--- src/rtl/ietu_regs.svh ---
`ifndef IETU_REGS_SVH
`define IETU_REGS_SVH

// Register byte offsets
`define IETU_VBR_OFF 8'h00
`define IETU_SR_OFF 8'h04
`define IETU_VEC_OFF 8'h08
`define IETU_PC_OFF 8'h0C
`define IETU_PTR_OFF 8'h10
`define IETU_CNT_OFF 8'h14

// Reset values
`define IETU_VBR_RST 32'h0000_0000
`define IETU_SR_RST 16'h2700

// Status word fields
`define IETU_SR_T1 15
`define IETU_SR_T0 14
`define IETU_SR_S 13

// Vector numbers
`define IETU_VEC_ILLEGAL 8'h04
`define IETU_VEC_DIV0 8'h05
`define IETU_VEC_BOUND 8'h06
`define IETU_VEC_COND 8'h07
`define IETU_VEC_PRIV 8'h08
`define IETU_VEC_TRACE 8'h09
`define IETU_VEC_UNIMPL 8'h0A
`define IETU_VEC_TRAPBASE 8'h20

// Opcode line of unimplemented words
`define IETU_ALINE 4'hA

// Bus responses
`define IETU_RESP_OK 2'b00
`define IETU_RESP_ERR 2'b10

`endif

--- src/rtl/ietu_pkg.sv ---
package ietu_pkg;

  typedef enum logic [3:0] {
    C_NONE,
    C_ILLEGAL,
    C_UNIMPL,
    C_PRIV,
    C_DIV0,
    C_BOUND,
    C_COND,
    C_SWTRAP,
    C_TRACE
  } ietu_cause_t;

  typedef enum logic [1:0] {
    FK_DIV0,
    FK_BOUND,
    FK_COND,
    FK_SWTRAP
  } ietu_forced_t;

  typedef enum logic [1:0] {
    TM_NONE = 2'b00,
    TM_COF = 2'b01,
    TM_ALL = 2'b10,
    TM_RSVD = 2'b11
  } ietu_trace_t;

  typedef enum logic [1:0] {
    ST_IDLE = 2'b00,
    ST_EXEC = 2'b01,
    ST_TRACE = 2'b11
  } ietu_state_t;

endpackage

--- src/rtl/ietu_vec_sel.sv ---
`timescale 1ns/1ps
`include "ietu_regs.svh"

module ietu_vec_sel import ietu_pkg::*; (
  // Cause
  input ietu_cause_t cause,
  input logic [3:0] trap_num,
  // Vector
  output logic [7:0] vector,
  output logic [9:0] offset
);

  always_comb begin
    unique case (cause)
      C_ILLEGAL: vector = `IETU_VEC_ILLEGAL;
      C_UNIMPL: vector = `IETU_VEC_UNIMPL;
      C_PRIV: vector = `IETU_VEC_PRIV;
      C_DIV0: vector = `IETU_VEC_DIV0;
      C_BOUND: vector = `IETU_VEC_BOUND;
      C_COND: vector = `IETU_VEC_COND;
      C_SWTRAP: vector = `IETU_VEC_TRAPBASE + {4'h0, trap_num};
      C_TRACE: vector = `IETU_VEC_TRACE;
      default: vector = 8'h00;
    endcase
  end

  assign offset = {vector, 2'b00};

endmodule

--- src/rtl/ietu_axil.sv ---
`timescale 1ns/1ps
`include "ietu_regs.svh"

module ietu_axil #(
  parameter int ADDR_W = 8
) (
  // Clock and reset
  input logic aclk,
  input logic aresetn,
  input logic ce,
  // Write address
  input logic [ADDR_W-1:0] s_axi_awaddr,
  input logic s_axi_awvalid,
  output logic s_axi_awready,
  // Write data
  input logic [31:0] s_axi_wdata,
  input logic [3:0] s_axi_wstrb,
  input logic s_axi_wvalid,
  output logic s_axi_wready,
  // Write response
  output logic [1:0] s_axi_bresp,
  output logic s_axi_bvalid,
  input logic s_axi_bready,
  // Read address
  input logic [ADDR_W-1:0] s_axi_araddr,
  input logic s_axi_arvalid,
  output logic s_axi_arready,
  // Read data
  output logic [31:0] s_axi_rdata,
  output logic [1:0] s_axi_rresp,
  output logic s_axi_rvalid,
  input logic s_axi_rready,
  // Register side
  output logic reg_we,
  output logic [ADDR_W-1:0] reg_waddr,
  output logic [31:0] reg_wdata,
  output logic [3:0] reg_wstrb,
  input logic reg_werr,
  output logic [ADDR_W-1:0] reg_raddr,
  input logic [31:0] reg_rdata,
  input logic reg_rerr
);

  logic aw_full_r;
  logic w_full_r;

  assign s_axi_awready = !aw_full_r && !s_axi_bvalid;
  assign s_axi_wready = !w_full_r && !s_axi_bvalid;
  assign s_axi_arready = !s_axi_rvalid;
  assign reg_we = ce && aw_full_r && w_full_r && !s_axi_bvalid;
  assign reg_raddr = s_axi_araddr;

  // Address and data may arrive in either order
  always_ff @(posedge aclk) begin
    if (!aresetn) begin
      aw_full_r <= 1'b0;
      w_full_r <= 1'b0;
      reg_waddr <= '0;
      reg_wdata <= 32'h0000_0000;
      reg_wstrb <= 4'h0;
    end else if (ce) begin
      if (reg_we) begin
        aw_full_r <= 1'b0;
        w_full_r <= 1'b0;
      end else begin
        if (s_axi_awvalid && s_axi_awready) begin
          aw_full_r <= 1'b1;
          reg_waddr <= s_axi_awaddr;
        end
        if (s_axi_wvalid && s_axi_wready) begin
          w_full_r <= 1'b1;
          reg_wdata <= s_axi_wdata;
          reg_wstrb <= s_axi_wstrb;
        end
      end
    end
  end

  always_ff @(posedge aclk) begin
    if (!aresetn) begin
      s_axi_bvalid <= 1'b0;
      s_axi_bresp <= `IETU_RESP_OK;
    end else if (ce) begin
      if (reg_we) begin
        s_axi_bvalid <= 1'b1;
        s_axi_bresp <= reg_werr ? `IETU_RESP_ERR : `IETU_RESP_OK;
      end else if (s_axi_bready) begin
        s_axi_bvalid <= 1'b0;
      end
    end
  end

  always_ff @(posedge aclk) begin
    if (!aresetn) begin
      s_axi_rvalid <= 1'b0;
      s_axi_rdata <= 32'h0000_0000;
      s_axi_rresp <= `IETU_RESP_OK;
    end else if (ce) begin
      if (s_axi_arvalid && s_axi_arready) begin
        s_axi_rvalid <= 1'b1;
        s_axi_rdata <= reg_rerr ? 32'h0000_0000 : reg_rdata;
        s_axi_rresp <= reg_rerr ? `IETU_RESP_ERR : `IETU_RESP_OK;
      end else if (s_axi_rready) begin
        s_axi_rvalid <= 1'b0;
      end
    end
  end

endmodule

--- src/rtl/ietu_core.sv ---
`timescale 1ns/1ps
`include "ietu_regs.svh"

// Behaviour
// - Vectors 5 divide, 6 bounds, 7 traps
// - Software trap vector is 32 plus n
// - Copy status, supervisor on, trace bits cleared
// - Trap stacks next pc, offset, status copy
// - Non-software traps also stack faulting pointer
// - Invalid opcode raises vector 4
// - Ended breakpoint cycle raises illegal instruction
// - Undefined control register specifier is illegal
// - Opcode line A raises vector 10
// - Illegal opcode not executed, stacks own address
// - User mode refuses privileged instructions
// - Privilege violation before execution, vector 8
// - Privilege violation stacks instruction first word
// - Trace bits: none, flow, all, reserved
// - Trace bits sampled at start, trap after
// - Flow mode traces only flow changes; the code also traces a stop
// - Trace: copy, supervisor, clear, vector 9
// - Suspended traced instruction defers its trace
// - Trace goes before pending interrupt
// - Forced exception first, then trace
// - Illegal opcodes never produce trace exception
// - Traced stop loads status, traces, never stops

module ietu_core import ietu_pkg::*; #(
  parameter int ADDR_W = 8
) (
  // Clock and reset
  input logic aclk,
  input logic aresetn,
  input logic ce,
  // AXI4-Lite write address
  input logic [ADDR_W-1:0] s_axi_awaddr,
  input logic s_axi_awvalid,
  output logic s_axi_awready,
  // AXI4-Lite write data
  input logic [31:0] s_axi_wdata,
  input logic [3:0] s_axi_wstrb,
  input logic s_axi_wvalid,
  output logic s_axi_wready,
  // AXI4-Lite write response
  output logic [1:0] s_axi_bresp,
  output logic s_axi_bvalid,
  input logic s_axi_bready,
  // AXI4-Lite read address
  input logic [ADDR_W-1:0] s_axi_araddr,
  input logic s_axi_arvalid,
  output logic s_axi_arready,
  // AXI4-Lite read data
  output logic [31:0] s_axi_rdata,
  output logic [1:0] s_axi_rresp,
  output logic s_axi_rvalid,
  input logic s_axi_rready,
  // Instruction start
  input logic instr_start,
  input logic [31:0] instr_pc,
  input logic [15:0] opcode,
  input logic illegal_op,
  input logic creg_spec_undef,
  input logic priv_op,
  // Instruction completion
  input logic instr_done,
  input logic instr_suspend,
  input logic [31:0] instr_next_pc,
  input logic cof_op,
  input logic stop_op,
  input logic forced_exc,
  input ietu_forced_t forced_kind,
  input logic [3:0] trap_num,
  // Status word load
  input logic sr_load,
  input logic [15:0] sr_load_data,
  // Breakpoint acknowledge cycle
  input logic bkpt_cycle,
  input logic transfer_ack_n,
  input logic transfer_error_ack_n,
  // Interrupt gate
  input logic irq_pending,
  output logic irq_take,
  // Exception output
  output logic exc_valid,
  output logic [7:0] exc_vector,
  output logic [9:0] exc_offset,
  output logic [31:0] exc_handler_addr,
  output logic [31:0] exc_stack_pc,
  output logic [31:0] exc_fault_ptr,
  output logic exc_fault_ptr_valid,
  output logic [15:0] exc_saved_sr,
  output logic [15:0] status_word,
  output logic stop_enter
);

  ietu_state_t st_r;
  ietu_state_t st_nxt;
  ietu_trace_t mode_r;
  logic [31:0] pc_r;
  logic [31:0] npc_r;
  logic [31:0] vbr_r;
  logic [31:0] cnt_r;
  logic [15:0] sr_cur;
  ietu_cause_t cause;
  logic [31:0] stack_pc;
  logic fault_ptr_ok;
  logic done_eff;
  logic bkpt_end;
  logic traced;
  logic take;
  logic [7:0] vec;
  logic [9:0] off;
  logic reg_we;
  logic [ADDR_W-1:0] reg_waddr;
  logic [31:0] reg_wdata;
  logic [3:0] reg_wstrb;
  logic reg_werr;
  logic [ADDR_W-1:0] reg_raddr;
  logic [31:0] reg_rdata;
  logic reg_rerr;

  // Decode trace mode; reserved traces nothing
  function automatic logic trace_hit(input ietu_trace_t m, input logic flow);
    trace_hit = (m == TM_ALL) || ((m == TM_COF) && flow);
  endfunction

  function automatic logic [31:0] strb_merge(input logic [31:0] old,
                                             input logic [31:0] wd,
                                             input logic [3:0] be);
    strb_merge = old;
    for (int i = 0; i < 4; i++) begin
      if (be[i]) begin
        strb_merge[i*8 +: 8] = wd[i*8 +: 8];
      end
    end
  endfunction

  ietu_axil #(
    .ADDR_W(ADDR_W)
  ) u_bus (
    .aclk(aclk),
    .aresetn(aresetn),
    .ce(ce),
    .s_axi_awaddr(s_axi_awaddr),
    .s_axi_awvalid(s_axi_awvalid),
    .s_axi_awready(s_axi_awready),
    .s_axi_wdata(s_axi_wdata),
    .s_axi_wstrb(s_axi_wstrb),
    .s_axi_wvalid(s_axi_wvalid),
    .s_axi_wready(s_axi_wready),
    .s_axi_bresp(s_axi_bresp),
    .s_axi_bvalid(s_axi_bvalid),
    .s_axi_bready(s_axi_bready),
    .s_axi_araddr(s_axi_araddr),
    .s_axi_arvalid(s_axi_arvalid),
    .s_axi_arready(s_axi_arready),
    .s_axi_rdata(s_axi_rdata),
    .s_axi_rresp(s_axi_rresp),
    .s_axi_rvalid(s_axi_rvalid),
    .s_axi_rready(s_axi_rready),
    .reg_we(reg_we),
    .reg_waddr(reg_waddr),
    .reg_wdata(reg_wdata),
    .reg_wstrb(reg_wstrb),
    .reg_werr(reg_werr),
    .reg_raddr(reg_raddr),
    .reg_rdata(reg_rdata),
    .reg_rerr(reg_rerr)
  );

  ietu_vec_sel u_vec (
    .cause(cause),
    .trap_num(trap_num),
    .vector(vec),
    .offset(off)
  );

  // Completion while suspended is not a completion
  // Trace waits for resumed completion
  assign done_eff = instr_done && !instr_suspend && (st_r == ST_EXEC);

  assign bkpt_end = bkpt_cycle && (!transfer_ack_n || !transfer_error_ack_n);

  // Mode held from start of instruction
  // Flow mode needs a flow change or a stop
  assign traced = trace_hit(mode_r, cof_op || stop_op);

  // A status load in the completing cycle is what gets saved
  // Stop's loaded status word is copied
  assign sr_cur = sr_load ? sr_load_data : status_word;

  // Cause priority: pending trace, breakpoint end, start checks, completion
  always_comb begin
    cause = C_NONE;
    stack_pc = pc_r;
    fault_ptr_ok = 1'b0;
    if (st_r == ST_TRACE) begin
      cause = C_TRACE;
      stack_pc = npc_r;
    end else if (bkpt_end) begin
      cause = C_ILLEGAL;
      stack_pc = pc_r;
    end else if (instr_start) begin
      stack_pc = instr_pc;
      if (opcode[15:12] == `IETU_ALINE) begin
        cause = C_UNIMPL;
      end else if (illegal_op || creg_spec_undef) begin
        cause = C_ILLEGAL;
      end else if (priv_op && !status_word[`IETU_SR_S]) begin
        cause = C_PRIV;
      end
    end else if (done_eff && forced_exc) begin
      stack_pc = instr_next_pc;
      fault_ptr_ok = (forced_kind != FK_SWTRAP);
      unique case (forced_kind)
        FK_DIV0: cause = C_DIV0;
        FK_BOUND: cause = C_BOUND;
        FK_COND: cause = C_COND;
        FK_SWTRAP: cause = C_SWTRAP;
      endcase
    end else if (done_eff && traced) begin
      stack_pc = instr_next_pc;
      cause = C_TRACE;
    end
  end

  assign take = ce && (cause != C_NONE);

  always_comb begin
    st_nxt = st_r;
    unique case (st_r)
      ST_IDLE: begin
        if (instr_start && !take) begin
          st_nxt = ST_EXEC;
        end
      end
      ST_EXEC: begin
        if (bkpt_end) begin
          st_nxt = ST_IDLE;
        end else if (done_eff) begin
          st_nxt = (forced_exc && traced) ? ST_TRACE : ST_IDLE;
        end
      end
      ST_TRACE: st_nxt = ST_IDLE;
      default: st_nxt = ST_IDLE;
    endcase
  end

  always_ff @(posedge aclk) begin
    if (!aresetn) begin
      st_r <= ST_IDLE;
    end else if (ce) begin
      st_r <= st_nxt;
    end
  end

  always_ff @(posedge aclk) begin
    if (!aresetn) begin
      mode_r <= TM_NONE;
      pc_r <= 32'h0000_0000;
    end else if (ce && instr_start && st_r == ST_IDLE) begin
      mode_r <= ietu_trace_t'({status_word[`IETU_SR_T1], status_word[`IETU_SR_T0]});
      pc_r <= instr_pc;
    end
  end

  always_ff @(posedge aclk) begin
    if (!aresetn) begin
      npc_r <= 32'h0000_0000;
    end else if (ce && done_eff) begin
      npc_r <= instr_next_pc;
    end
  end

  always_ff @(posedge aclk) begin
    if (!aresetn) begin
      status_word <= `IETU_SR_RST;
    end else if (take) begin
      status_word <= sr_cur;
      status_word[`IETU_SR_S] <= 1'b1;
      status_word[`IETU_SR_T1] <= 1'b0;
      status_word[`IETU_SR_T0] <= 1'b0;
    end else if (ce && sr_load) begin
      status_word <= sr_load_data;
    end
  end

  // Frame contents registered for the stacking sequencer
  // Copy taken before the mode change
  // Handler fetched from base plus offset
  always_ff @(posedge aclk) begin
    if (!aresetn) begin
      exc_valid <= 1'b0;
      exc_vector <= 8'h00;
      exc_offset <= 10'h000;
      exc_handler_addr <= 32'h0000_0000;
      exc_stack_pc <= 32'h0000_0000;
      exc_fault_ptr <= 32'h0000_0000;
      exc_fault_ptr_valid <= 1'b0;
      exc_saved_sr <= 16'h0000;
    end else if (ce) begin
      exc_valid <= take;
      if (take) begin
        exc_vector <= vec;
        exc_offset <= off;
        exc_handler_addr <= vbr_r + {22'h000000, off};
        exc_stack_pc <= stack_pc;
        exc_fault_ptr <= pc_r;
        exc_fault_ptr_valid <= fault_ptr_ok;
        exc_saved_sr <= sr_cur;
      end
    end
  end

  always_ff @(posedge aclk) begin
    if (!aresetn) begin
      stop_enter <= 1'b0;
    end else if (ce) begin
      stop_enter <= done_eff && stop_op && !traced && !forced_exc;
    end
  end

  // Interrupt held off while a trace is owed
  // Trace ahead of interrupt
  assign irq_take = irq_pending && (st_r != ST_TRACE) && !(done_eff && traced)
                    && (cause == C_NONE);

  always_ff @(posedge aclk) begin
    if (!aresetn) begin
      cnt_r <= 32'h0000_0000;
    end else if (take) begin
      cnt_r <= cnt_r + 32'h0000_0001;
    end
  end

  // Base register is the only writable one
  always_ff @(posedge aclk) begin
    if (!aresetn) begin
      vbr_r <= `IETU_VBR_RST;
    end else if (reg_we && reg_waddr == `IETU_VBR_OFF) begin
      vbr_r <= strb_merge(vbr_r, reg_wdata, reg_wstrb) & 32'hFFFF_FFFC;
    end
  end

  assign reg_werr = (reg_waddr != `IETU_VBR_OFF);

  always_comb begin
    reg_rdata = 32'h0000_0000;
    reg_rerr = 1'b0;
    unique case (reg_raddr)
      `IETU_VBR_OFF: reg_rdata = vbr_r;
      `IETU_SR_OFF: reg_rdata = {16'h0000, status_word};
      `IETU_VEC_OFF: reg_rdata = {14'h0000, exc_offset, exc_vector};
      `IETU_PC_OFF: reg_rdata = exc_stack_pc;
      `IETU_PTR_OFF: reg_rdata = exc_fault_ptr;
      `IETU_CNT_OFF: reg_rdata = cnt_r;
      default: reg_rerr = 1'b1;
    endcase
  end

endmodule

--- config.mk ---
export PLATFORM = sky130hd
export DESIGN_NAME = ietu_core
export DESIGN_NICKNAME = d
export VERILOG_FILES = /design/src/rtl/ietu_pkg.sv /design/src/rtl/ietu_vec_sel.sv /design/src/rtl/ietu_axil.sv /design/src/rtl/ietu_core.sv
export VERILOG_INCLUDE_DIRS = /design/src /design/src/rtl
export SDC_FILE = /design/constraint.sdc
export NUM_CORES = 1
export LEC_CHECK = 0
export ABC_CLOCK_PERIOD_IN_PS = 4200
export BUFFER_PORTS_ARGS = -buffer_cell sky130_fd_sc_hd__buf_2
export CAP_MARGIN = 20
export CORE_MARGIN = 2
export CORE_UTILIZATION = 54
export CTS_CLUSTER_SIZE = 25
export DETAILED_ROUTE_END_ITERATION = 16
export PLACE_DENSITY = 0.77
export SYNTH_ARGS = -nofsm -noshare
export SYNTH_HDL_FRONTEND = slang
export SYNTH_SLANG_ARGS = --single-unit
--- constraint.sdc ---
create_clock -name aclk -period 4.2 [get_ports aclk]
set_clock_uncertainty 0.1 [all_clocks]
set_input_delay 0.21 -clock aclk [delete_from_list [all_inputs] [get_ports aclk]]
set_output_delay 0.21 -clock aclk [all_outputs]
set_load 0.02 [all_outputs]
==> results.tsv <==
metric	value	unit
Vias per Instance	6.11	
top_reg_cell synth	dfxtp_1	
Die ar.	29800	um^2
clock buffer depth	3	
DP Worst Slack	0.343	ns
Max Cap Viol	0	
first-pass detailed-route iteration total	9	
Die Y	173	um
CTS buffer count	38	
Critical Path AT	4.29	ns
num rows	61	
DRT antenna net count	0	
R2R cell count	11	
P per Cell Area	405	nW/um^2
Tot GR Track Use	34.9	%
startpoint types	flop	
Die W	173	um
layout cells sized above 1	19.7	%
kind of critical path	flop to flop	
CP Capture Point	exc_handler_addr[24]$_SDFFE_PN0P_	
Yosys top cell area share	44.8	%
synthesized area	15400	um^2
first-pass GRT wire length	84500	um
syn avg cell area	8.03	um^2
Crit path required time	4.52	ns
Post-synth ARST share	0	%
R2R setup slack	0.23	ns
DRC Markers	0	
total negative slack	0	ns
crit path from	st_r[1]$_SDFFE_PN0P_	
H-tree Lvls	2	
Max FO, Critical Path	12	
post-synthesis sequential area ratio	44.8	%
pin count of the biggest net entering global routing	130	
relative slew slack	31.2	%
power consumption	8.03	mW
worst hold path type	input pin to flop	
placed cell areas	17100	um^2
core area	27900	um^2
CTS tree	done	
Initial Util	55.1	%
Initial DRC Count	2092	
Fmax	252	MHz
final core area utilization	71.2	%
post-route cell area	19800	um^2
# Post-CTS Setup Buffers	0	
Tmin final	3.97	ns
port bufs	340	
Reg-to-Reg Start	st_r[1]$_SDFFE_PN0P_	
DR vias	16500	
clk sinks	344	
Yosys warning count	0	
placed wire-length estimate	36100	um
# nets final	2482	
Leak Pwr	8.18	nW
Worst setup EP type	flop	
most frequent cells in the layout	nand2_1 (471), dfxtp_1 (344), buf_2 (341)	
endpoints failing setup	0	
vias in the first global route	15700	
Ports	367	
Final Slew Violations	0	
root buffer cell	clkbuf_16	
clock transition at the registers of the reported paths	0.06	ns
slew at the pin with the worst max-slew slack	1.03	ns
RSZ-0062 raised after global routing	false	
initial antenna violation count	0	
number of synthesized flops with an enable pin	0	
commonest non-fill, non-tap cell in the layout	nand2_1	
fillers	2218	
drt total wl	54500	um
RePlAce Congestion	0.902	
Synth area leader	dfxtp_1	
period utilization	94.5	%
Min Hold Slack	0.0657	ns
GR Overflow Total	0	
WL per Instance	20.1	um
final hold violations	0	
reg2reg end	exc_handler_addr[24]$_SDFFE_PN0P_	
Placed Cells incl. Taps	2505	
worst skew pair latency	0.52	ns
Synth area leaders	dfxtp_1 (45%), nand2_1 (12%), a21oi_1 (7.2%)	
Netlist cell types	65	
PnR worst setup slack	0.229	ns
Gate Count Post-Synth	1912	
Seq cells post-synth	344	
Finished Layout Cells	2704	
run status	complete, no violations	
layout overhead on the synthesized area	29.2	%
Peak VDD IR	0.000298	V
Inserted Diodes	0	
==> worst max-delay path, cell delays in order (launching register included) <==
cell,delay [ns]
dfxtp_1,0.41
nand4bb_4,0.31
nor4_1,0.68
o211a_1,0.37
a22oi_1,0.19
ha_1,0.40
a21o_1,0.15
a21o_1,0.17
a22o_1,0.45
nand4_1,0.20
xor2_1,0.19
a211oi_1,0.24
==> cells in the mapped netlist (all sizes together) (11+ instances only) <==
cell / n
a21oi: 221
a211oi: 37
a221oi: 34
nand4: 14
nor2: 87
xor2: 37
nand2: 472
a222oi: 29
dfxtp: 344
and3: 19
o31ai: 37
buf: 50
mux2i: 38
nor3: 15
nand3: 121
o21ai: 73
clkbuf: 117
o2111ai: 11
a22o: 17
a21o: 21
==> sequential cells by signal, summed over array words and instances, names as in the netlist, 2 cells and up <==
name	flops
u_bus.reg_wdata	30
exc_handler_addr	30
exc_stack_pc	32
exc_offset	5
status_word	16
u_bus.s_axi_rdata	32
vbr_r	30
mode_r	2
exc_fault_ptr	32
st_r	2
cnt_r	32
npc_r	32
u_bus.reg_waddr	8
pc_r	32
exc_saved_sr	16
u_bus.reg_wstrb	4
==> routing by layer <==
layer | vias to the layer above | track usage (%) | part of all wire [%]
li1 | 7547 | - | -
met1 | 7716 | 44.3 | 39
met3 | 198 | 6.44 | 10
met2 | 1047 | 57.4 | 46
met4 | 0 | 16.7 | 5.0
met5 | - | 0 | 0
==> kinds of logic after synthesis <==
| kind of cell | after synthesis | synth area share [%] |
|---|---|---|
| AOI/OAI and AO/OA | 521 | 22.2 |
| and+or+nand+nor | 776 | 21.9 |
| DFF | 344 | 44.8 |
| adders and majority gates | 7 | 0.619 |
| buffers and inverters | 177 | 5.19 |
| muxes | 39 | 2.55 |
| other | 1 | 0.0244 |
| xor gates and xnor gates | 47 | 2.68 |
==> report_power, final <==
part           switching [mW]  internal (mW)  total, mW
combinational           0.548          0.336      0.884
clock                    1.34           2.33       3.67
sequential              0.101           3.37       3.47
total                    1.99           6.04       8.03
==> worst min path at each step <==
stage / slack [ns] / startpoint / cells after the start / endpoint
after floorplan: 0.23 / sr_load_data[10] / 2 / status_word[10]$_SDFFE_PN1P_
after global placement: 0.33 / u_bus.s_axi_rdata[24]$_SDFFE_PN0P_ / 1 / u_bus.s_axi_rdata[24]$_SDFFE_PN0P_
after detailed placement: 0.34 / u_bus.s_axi_rdata[20]$_SDFFE_PN0P_ / 1 / u_bus.s_axi_rdata[20]$_SDFFE_PN0P_
after CTS: 0.05 / trap_num[3] / 4 / exc_offset[5]$_SDFFE_PN0P_
after global routing: 0.09 / trap_num[3] / 4 / exc_offset[5]$_SDFFE_PN0P_
final: 0.07 / trap_num[3] / 4 / exc_offset[5]$_SDFFE_PN0P_
==> repair_timing <==
| item | in CTS | in global routing |
|---|---|---|
| hold buffers | 130 | 0 |
| resized for setup | 0 | 0 |
| setup endpoints to repair | 0 | 0 |
| hold endpoints to repair | 154 | 0 |
==> final cells by class <==
cell class                 instances  area (um^2)  area share [%]
multi-input combinational       1402         7760            39.1
sequential                       344         6890            34.7
timing repair buffer             503         3290            16.6
clock buffer                      53         1110            5.59
tap                              378          473            2.38
clock inverter                    14          274            1.38
inverter                          10         42.5           0.214
Note: power is estimated with default switching activity, not from simulation.
